File: src/hdl/alu_io_pkg.sv
package alu_io_pkg;
	localparam logic [7:0] FULL_MASK = 8'hFF;
	localparam logic [7:0] BIT_IO_LAST = 8'h1F;
	localparam logic [7:0] PORT_IO_LAST = 8'h3F;
	localparam logic [15:0] DATA_IO_OFFSET = 16'h0020;
	localparam logic [7:0] DATA_IO_LAST = 8'h5F;
	localparam int SREG_C = 0;
	localparam int SREG_Z = 1;
	localparam int SREG_N = 2;
	localparam int SREG_V = 3;
	localparam int SREG_S = 4;
	localparam int SREG_H = 5;
	localparam logic [7:0] SREG_RESET = 8'h00;
	localparam logic [7:0] WORD_CYCLES = 8'h02;

	typedef enum logic [4:0] {
		OP_ADD = 5'h00, OP_ADC = 5'h01, OP_WORD_ADD_IMM = 5'h02, OP_SUB = 5'h03, OP_MINUS_CONST = 5'h04,
		OP_MINUS_BORROW = 5'h05, OP_MINUS_CONST_BORROW = 5'h06, OP_WORD_MINUS_IMM = 5'h07, OP_AND = 5'h08,
		OP_AND_CONST = 5'h09,
		OP_OR = 5'h0A, OP_OR_CONST = 5'h0B, OP_XOR = 5'h0C, OP_SETMASK = 5'h0D, OP_CLRMASK = 5'h0E,
		OP_IO_SET = 5'h0F, OP_IO_CLR = 5'h10, OP_SKIP_HI = 5'h11, OP_SKIP_LO = 5'h12,
		OP_IO_IN = 5'h13, OP_IO_OUT = 5'h14, OP_MEM_RD = 5'h15, OP_MEM_WR = 5'h16, OP_NOP = 5'h1F
	} op_t;

	typedef enum logic [2:0] {
		STATE_IDLE = 3'b001,
		STATE_WORD2 = 3'b010,
		STATE_IO_RMW = 3'b100
	} state_t;

	typedef struct packed {
		logic valid;
		op_t op;
		logic [7:0] dst;
		logic [7:0] src;
		logic [7:0] dst_hi;
		logic [7:0] imm;
		logic [2:0] bit_sel;
		logic [15:0] addr;
		logic [7:0] io_rdata;
		logic [7:0] w1c_mask;
	} req_t;

	typedef struct packed {
		logic done;
		logic wr_dst;
		logic wr_pair;
		logic [7:0] result;
		logic [7:0] result_hi;
		logic [7:0] sreg;
		logic skip;
		logic io_we;
		logic [5:0] io_addr;
		logic [7:0] io_wdata;
		logic io_re;
		logic addr_err;
	} rsp_t;

	typedef struct packed {
		state_t state;
		req_t held;
		logic [15:0] word_res;
		logic [7:0] sreg;
		rsp_t rsp;
	} core_state_t;
endpackage

File: src/hdl/alu_io_datapath.sv
`timescale 1ns/1ps
// Contract
// - Add and add-with-carry write dst plus source (plus carry) in one cycle; Z,C,N,V,H.
// - Word add immediate adds constant to 16-bit pair in two cycles; Z,C,N,V,S.
// - Subtract and subtract-constant store difference in one cycle; Z,C,N,V,H.
// - Subtract-with-borrow forms subtract operand and carry in one cycle; Z,C,N,V,H.
// - Word subtract immediate subtracts constant from 16-bit pair in two cycles; Z,C,N,V,S.
// - AND with register or constant in one cycle; only Z,N,V,S change.
// - OR, OR-constant and XOR in one cycle; only Z,N,V,S change.
// - Bit set mask ORs constant into destination in one cycle; Z,N,V,S only.
// - Bit clear mask ANDs with 0xFF minus constant in one cycle; Z,N,V,S only.
// - Bit set, clear and skip work only on I/O addresses 0x00 to 0x1F.
// - Writing one clears a status flag; writing zero leaves it.
// - Single-bit I/O set and clear touch only the addressed bit.
// - Port read and write instructions use I/O addresses 0x00 to 0x3F.
// - Data-space access maps I/O registers at I/O address plus 0x20.
module alu_io_datapath
	import alu_io_pkg::*;
(
	input wire logic mclk_in,
	input wire logic rstn_in,
	input wire req_t req_in,
	output logic busy_out,
	output rsp_t rsp_out
);
	core_state_t cur_ff;
	core_state_t nxt_ff;

	logic [8:0] sum9;
	logic [7:0] res8;
	logic [7:0] a8;
	logic [7:0] b8;
	logic cin;
	logic half;
	logic ovf;
	logic is_sub;
	logic [15:0] pair;
	logic [15:0] word16;
	logic [7:0] bit_mask;
	logic [15:0] io_off;

	// Busy only during the second cycle of two-cycle ops
	assign busy_out = (cur_ff.state != STATE_IDLE);
	assign rsp_out = cur_ff.rsp;

	always_comb begin
		nxt_ff = cur_ff;
		nxt_ff.rsp = '0;
		nxt_ff.rsp.sreg = cur_ff.sreg;
		a8 = req_in.dst;
		b8 = req_in.src;
		cin = 1'b0;
		is_sub = 1'b0;
		sum9 = 9'h000;
		res8 = 8'h00;
		half = 1'b0;
		ovf = 1'b0;
		pair = {req_in.dst_hi, req_in.dst};
		word16 = 16'h0000;
		bit_mask = 8'h01 << req_in.bit_sel;
		io_off = req_in.addr - DATA_IO_OFFSET;
		case (req_in.op)
			// Constant forms take the immediate as second operand; clear mask takes 0xFF minus the immediate
			OP_MINUS_CONST, OP_MINUS_CONST_BORROW, OP_AND_CONST, OP_OR_CONST, OP_SETMASK: b8 = req_in.imm;
			OP_CLRMASK: b8 = FULL_MASK - req_in.imm;
			default: b8 = req_in.src;
		endcase
		// Carry-in only for the carry and borrow forms
		case (req_in.op)
			OP_ADC, OP_MINUS_BORROW, OP_MINUS_CONST_BORROW: cin = cur_ff.sreg[SREG_C];
			default: cin = 1'b0;
		endcase
		is_sub = (req_in.op == OP_SUB) || (req_in.op == OP_MINUS_CONST) || (req_in.op == OP_MINUS_BORROW)
			|| (req_in.op == OP_MINUS_CONST_BORROW);
		// Borrow lands in the ninth bit
		if (is_sub) begin
			sum9 = {1'b0, a8} - {1'b0, b8} - {8'h00, cin};
		end else begin
			sum9 = {1'b0, a8} + {1'b0, b8} + {8'h00, cin};
		end
		res8 = sum9[7:0];
		if (is_sub) begin
			half = (~a8[3] & b8[3]) | (b8[3] & res8[3]) | (res8[3] & ~a8[3]);
			ovf = (a8[7] & ~b8[7] & ~res8[7]) | (~a8[7] & b8[7] & res8[7]);
		end else begin
			half = (a8[3] & b8[3]) | (b8[3] & ~res8[3]) | (~res8[3] & a8[3]);
			ovf = (a8[7] & b8[7] & ~res8[7]) | (~a8[7] & ~b8[7] & res8[7]);
		end

		case (cur_ff.state)
			STATE_IDLE: begin
				if (req_in.valid) begin
					nxt_ff.held = req_in;
					nxt_ff.rsp.done = 1'b1;
					case (req_in.op)
						OP_ADD, OP_ADC, OP_SUB, OP_MINUS_CONST, OP_MINUS_BORROW, OP_MINUS_CONST_BORROW: begin
							nxt_ff.rsp.wr_dst = 1'b1;
							nxt_ff.rsp.result = res8;
							nxt_ff.sreg[SREG_C] = sum9[8];
							nxt_ff.sreg[SREG_Z] = (res8 == 8'h00);
							nxt_ff.sreg[SREG_N] = res8[7];
							nxt_ff.sreg[SREG_V] = ovf;
							nxt_ff.sreg[SREG_H] = half;
							nxt_ff.sreg[SREG_S] = res8[7] ^ ovf;
						end
						// Flags settle now; the pair result leaves next cycle
						OP_WORD_ADD_IMM, OP_WORD_MINUS_IMM: begin
							if (req_in.op == OP_WORD_ADD_IMM) begin
								word16 = pair + {8'h00, req_in.imm};
								nxt_ff.sreg[SREG_C] = ~word16[15] & pair[15];
								nxt_ff.sreg[SREG_V] = ~pair[15] & word16[15];
							end else begin
								word16 = pair - {8'h00, req_in.imm};
								nxt_ff.sreg[SREG_C] = word16[15] & ~pair[15];
								nxt_ff.sreg[SREG_V] = pair[15] & ~word16[15];
							end
							nxt_ff.sreg[SREG_Z] = (word16 == 16'h0000);
							nxt_ff.sreg[SREG_N] = word16[15];
							nxt_ff.sreg[SREG_S] = word16[15] ^ nxt_ff.sreg[SREG_V];
							nxt_ff.word_res = word16;
							nxt_ff.rsp.done = 1'b0;
							nxt_ff.state = STATE_WORD2;
						end
						// Logic ops keep carry and half-carry
						OP_AND, OP_AND_CONST, OP_OR, OP_OR_CONST, OP_XOR, OP_SETMASK, OP_CLRMASK: begin
							case (req_in.op)
								OP_AND, OP_AND_CONST, OP_CLRMASK: res8 = a8 & b8;
								OP_XOR: res8 = a8 ^ b8;
								default: res8 = a8 | b8;
							endcase
							nxt_ff.rsp.wr_dst = 1'b1;
							nxt_ff.rsp.result = res8;
							nxt_ff.sreg[SREG_Z] = (res8 == 8'h00);
							nxt_ff.sreg[SREG_N] = res8[7];
							nxt_ff.sreg[SREG_V] = 1'b0;
							nxt_ff.sreg[SREG_S] = res8[7];
						end
						OP_IO_SET, OP_IO_CLR: begin
							if (req_in.addr[7:0] <= BIT_IO_LAST && req_in.addr[15:8] == 8'h00) begin
								nxt_ff.rsp.done = 1'b0;
								nxt_ff.state = STATE_IO_RMW;
							end else begin
								nxt_ff.rsp.addr_err = 1'b1;
							end
						end
						OP_SKIP_HI, OP_SKIP_LO: begin
							if (req_in.addr[7:0] <= BIT_IO_LAST && req_in.addr[15:8] == 8'h00) begin
								nxt_ff.rsp.io_re = 1'b1;
								nxt_ff.rsp.io_addr = req_in.addr[5:0];
								nxt_ff.rsp.skip = (req_in.op == OP_SKIP_HI) ? |(req_in.io_rdata & bit_mask)
									: ~|(req_in.io_rdata & bit_mask);
							end else begin
								nxt_ff.rsp.addr_err = 1'b1;
							end
						end
						OP_IO_IN, OP_IO_OUT: begin
							if (req_in.addr[7:0] <= PORT_IO_LAST && req_in.addr[15:8] == 8'h00) begin
								nxt_ff.rsp.io_addr = req_in.addr[5:0];
								nxt_ff.rsp.io_we = (req_in.op == OP_IO_OUT);
								nxt_ff.rsp.io_re = (req_in.op == OP_IO_IN);
								nxt_ff.rsp.io_wdata = req_in.dst;
								nxt_ff.rsp.wr_dst = (req_in.op == OP_IO_IN);
								nxt_ff.rsp.result = req_in.io_rdata;
							end else begin
								nxt_ff.rsp.addr_err = 1'b1;
							end
						end
						OP_MEM_RD, OP_MEM_WR: begin
							if (req_in.addr >= DATA_IO_OFFSET && req_in.addr <= {8'h00, DATA_IO_LAST}) begin
								nxt_ff.rsp.io_addr = io_off[5:0];
								nxt_ff.rsp.io_we = (req_in.op == OP_MEM_WR);
								nxt_ff.rsp.io_re = (req_in.op == OP_MEM_RD);
								nxt_ff.rsp.io_wdata = req_in.dst;
								nxt_ff.rsp.wr_dst = (req_in.op == OP_MEM_RD);
								nxt_ff.rsp.result = req_in.io_rdata;
							end else begin
								nxt_ff.rsp.addr_err = 1'b1;
							end
						end
						default: nxt_ff.rsp.done = 1'b1;
					endcase
				end else begin
					nxt_ff.rsp.done = 1'b0;
				end
			end
			STATE_WORD2: begin
				nxt_ff.rsp.done = 1'b1;
				nxt_ff.rsp.wr_pair = 1'b1;
				nxt_ff.rsp.result = cur_ff.word_res[7:0];
				nxt_ff.rsp.result_hi = cur_ff.word_res[15:8];
				nxt_ff.state = STATE_IDLE;
			end
			STATE_IO_RMW: begin
				// Write-one-to-clear flags other than the target are written as zero
				bit_mask = 8'h01 << cur_ff.held.bit_sel;
				nxt_ff.rsp.done = 1'b1;
				nxt_ff.rsp.io_we = 1'b1;
				nxt_ff.rsp.io_addr = cur_ff.held.addr[5:0];
				if (cur_ff.held.op == OP_IO_SET) begin
					nxt_ff.rsp.io_wdata = (cur_ff.held.io_rdata & ~cur_ff.held.w1c_mask) | bit_mask;
				end else begin
					nxt_ff.rsp.io_wdata = cur_ff.held.io_rdata & ~cur_ff.held.w1c_mask & ~bit_mask;
				end
				nxt_ff.state = STATE_IDLE;
			end
			default: nxt_ff.state = STATE_IDLE;
		endcase
		nxt_ff.rsp.sreg = nxt_ff.sreg;
	end

	always_ff @(posedge mclk_in) begin
		if (!rstn_in) begin
			cur_ff <= '0;
			// Flags and pulses cleared on reset
			cur_ff.state <= STATE_IDLE;
			cur_ff.sreg <= SREG_RESET;
		end else begin
			cur_ff <= nxt_ff;
		end
	end
endmodule

File: config.mk
export PLATFORM = sky130hd
export DESIGN_NAME = alu_io_datapath
export DESIGN_NICKNAME = d
export VERILOG_FILES = /design/src/hdl/alu_io_pkg.sv /design/src/hdl/alu_io_datapath.sv
export SDC_FILE = /design/constraint.sdc
export NUM_CORES = 1
export LEC_CHECK = 0
export BUFFER_PORTS_ARGS = -buffer_cell sky130_fd_sc_hd__clkbuf_2
export CAP_MARGIN = 20
export CORE_ASPECT_RATIO = 1.5
export CORE_MARGIN = 2
export CORE_UTILIZATION = 35
export CTS_CLUSTER_DIAMETER = 60
export DETAILED_ROUTE_END_ITERATION = 8
export PLACE_DENSITY = 0.61
export SLEW_MARGIN = 40
export SYNTH_ARGS = -nofsm -noshare
export SYNTH_HDL_FRONTEND = slang
export SYNTH_SLANG_ARGS = --single-unit
File: constraint.sdc
create_clock -name mclk_in -period 4.7 [get_ports mclk_in]
set_input_delay 0.94 -clock mclk_in [delete_from_list [all_inputs] [get_ports mclk_in]]
set_output_delay 0.94 -clock mclk_in [all_outputs]
set_load 0.01 [all_outputs]
==> metrics.txt <==
mux cell area share after synthesis=2.196%; most common cell in the netlist=nand2_1; Synth Area in Compound Gates=approximately a quarter; worst skew pair latency=0.35 ns; largest net degree at the start of global routing=39; PD cells=276.8 mW/mm2; first-pass GRT wire length=33750 um; final setup vio count=0; CP Max Fanout=7; worst-margin pin slew=0.7472 ns; antenna violations before repair=0; Simple-Gate Fraction of Synth Area=around 23%; Crit-path slowest cell=o41ai_1; Hold Path End=rsp_out[26]$_SDFF_PN0_; vias in the first global route=6314; status=finished, final reports clean; IO buf count=118; die area=0.02153 mm2; ant diodes=0; Boundary Pins=between 100 and 150; DRT antenna net count=0; area leader, netlist=dfxtp_1; Reg clk slew, reported paths=0.06 ns; CTS Buffer Depth=2; yosys warns=0; H-tree levels=3; Post-Syn Instances=908; share of layout cells above drive strength 1=21.45%; fin nets=1120; Vias/cell=5.333; vias post-DR=6682; worst endpoint data arrival time=4.55 ns; RSZ-0062 raised after global routing=no; post-DP HPWL=17970 um; number of iterations in the first detailed-routing pass=6; Fmax=234.7 MHz; startpoint type of the worst setup path=input pin; Pwr Total=2.262 mW; cell row count=63; kind of cell adding the most delay to the critical path=compound AO/OA/AOI/OAI gates; maxcap violations=0; All-Layer GR Usage=20.34%; Num CTS Buffers=9; Worst R2R End=rsp_out[19]$_SDFFE_PN0P_; Post-synth top flop=dfxtp_1; Synth top cells by count=nand2_1 (127), dfxtp_1 (92), inv_1 (59); worst-path cell chain=clkbuf_2, nor3b_1, a31oi_1, nor2_1, nand2_1, o21ai_0, a31o_2, fa_1, inv_1, ha_1, nand2_1, a21oi_1, o211a_1, or3_1, a21oi_1, a21oi_1, o41ai_1, buf_4, a31o_1; GRT Residual Overflow=0; CTS Hold Bufs=0; filler cell count in the final layout=around 2.1k; worst reg-to-reg setup slack=1.63 ns; worst hold stages=1; largest cells by area after synthesis=dfxtp_1 (26%), ha_1 (9.0%), nand2_1 (6.7%), buf_4 (4.8%), a21boi_0 (4.2%); combinational family with the most area after synthesis=compound AO/OA/AOI/OAI gates; Worst Setup SP=req_in[69]; Pleak=~3.6 nW; asr flop ratio synth=0%; worst r2r path cells=14; Seq/Total Area, Yosys=25.86%; Setup Buffers After CTS=0; Peak supply drop=0.1861 mV; Iter 0 DRT Violations=437; Synth Area in XOR/XNOR=under 10%; worst r2r src=rsp_out[18]$_SDFFE_PN0P_; Synth cell types=77; Seq cells post-synth=92; relative slew slack=between 50 and 60%; synthesized area=0.007123 mm2; Fin Setup TNS=0 ns; area share of the largest cell type after synthesis=~26%; min Tclk post-route=4.261 ns; CTS resizes=0; final hold violations=0; Synth-to-Final Area Change=14.70%; TritonCTS clock tree=done; Worst Clk Skew=0.005916 ns; HP Start=cur_ff[61]$_SDFFE_PN0P_; core area=0.01986 mm2; Clock Tree Root=clkbuf_16; number of synthesized flops with an enable pin=0; most common cell type on the critical path=a21oi_1; worst path buffer plus inverter count=3; Routed WL per cell=17.66 um; period utilisation layout=about nine tenths; CTS sink cnt=92; Mean Syn Cell Area=7.845 um2; RePlAce Congestion=between 0.9 and 1; Die X=around 120 um; Critical Path Sink Type=flip-flop; final slew viol count=0; Die Y=178.7 um; aggregate routed wire length=22130 um; adder-cell share of the synthesized area=10.64%; starting density of the core=35.86%; Max stage delay on crit path=0.42 ns; Required @ worst endpoint=4.99 ns; DRC=0; CP Class=input pin to flip-flop; HP Class=flip-flop to flip-flop
[layout by cell type (no fill, tap or decap), types with 6 or more instances in the layout]
cell       count
buf_4         40
nand3b_1       6
nand2b_1       9
fa_1           6
clkbuf_16      9
nand3_1       18
nand2_1      127
nor2b_1       12
nor4_1         6
a31oi_1        8
nor2_1        53
a21o_1         9
a22o_1        11
o211a_1        7
inv_1         59
and2_1        20
o21ai_0       42
a222oi_1       7
a21boi_0      40
xnor2_1       16
nand4_1        8
dfxtp_1       92
a221o_1        7
clkbuf_2     118
nor3b_1       15
nor3_1        14
xor2_1        10
ha_1          51
a31o_2         8
a21oi_1       48
mux2i_1       10
[cells by family (layout without fill, tap and decap cells)]
| logic type | count (synthesis) | after routing |
|---|---|---|
| other | 1 | 2 |
| AOI/OAI and AO/OA | 246 | 246 |
| buffers and inverters | 149 | 233 |
| muxes | 13 | 13 |
| adders and majority gates | 57 | 57 |
| DFF | 92 | 92 |
| and+or+nand+nor | 323 | 323 |
| xor gates and xnor gates | 27 | 27 |
[worst reg2reg max path, cell delays in order (launching register included)]
cell	delay, ns
dfxtp_1	0.34
o211ai_1	0.14
inv_1	0.09
fa_1	0.38
inv_1	0.07
ha_1	0.23
nand2_1	0.10
a21oi_1	0.08
o211a_1	0.24
or3_1	0.36
a21oi_1	0.21
a21oi_1	0.08
o41ai_1	0.42
buf_4	0.20
a31o_1	0.09
[per-layer routing]
metal	vias to the layer above	share of wire, %	GRT usage [%]
li1	3292	-	-
met1	3119	41	23.97
met2	222	49	35.26
met3	49	4.5	2.195
met4	0	5.9	12.40
met5	-	0	0
[final cells by class]
| type | instances | area (um2) | share of cell area, % |
|---|---|---|---|
| Tap cell | 260 | 325.3 | 3.982 |
| Sequential cell | 92 | 1842 | 22.54 |
| Multi-Input combinational cell | 668 | 4542 | 55.59 |
| Clock buffer | 9 | 225.2 | 2.757 |
| Clock inverter | 7 | 123.9 | 1.516 |
| Timing Repair Buffer | 158 | 890.9 | 10.90 |
| Inverter | 59 | 221.5 | 2.711 |
[how the worst max path moves through the flow]
stage,endpoint,slack [ns],cells past startpoint
final,rsp_out[19]$_SDFFE_PN0P_,0.44,19
after global routing,rsp_out[19]$_SDFFE_PN0P_,0.14,19
after CTS,rsp_out[19]$_SDFFE_PN0P_,0.50,19
after detailed placement,rsp_out[41]$_SDFF_PN0_,0.16,19
after global placement,rsp_out[41]$_SDFF_PN0_,0.21,19
after floorplan,rsp_out[41]$_SDFF_PN0_,0.34,16
[registers in the layout, summed over array words and instances (netlist names)]
register,flops
rsp_out,43
cur_ff,49
[power by group]
group          leakage (nW)  internal, mW  switching [mW]  total (mW)
Clock                 0.172         0.524           0.311       0.836
Sequential            0.749         0.804          0.0170       0.821
Combinational          2.69         0.249           0.357       0.605
Total                  3.61          1.58           0.685        2.26
[through the flow]
| step | area (um2) | instances | worst slack (ns) | hold slack (ns) | utilization (%) |
|---|---|---|---|---|---|
| 6_report | 8170 | 1253 | 0.4393 | 0.4510 | 41.13 |
| 3_5_place_dp | 7818 | 1237 | 0.1571 | 0.4405 | 39.36 |
| 2_1_floorplan | 7127 | 909 | 0.3447 | 0.4291 | - |
| 4_1_cts | 8167 | 1253 | 0.5025 | 0.4553 | 41.11 |
| 5_1_grt | 8170 | 1253 | 0.1415 | 0.4687 | 41.13 |
| 3_3_place_gp | 7797 | 1237 | 0.2146 | 0.4392 | 39.25 |
No activity file was read; power rests on OpenSTA's default activity.
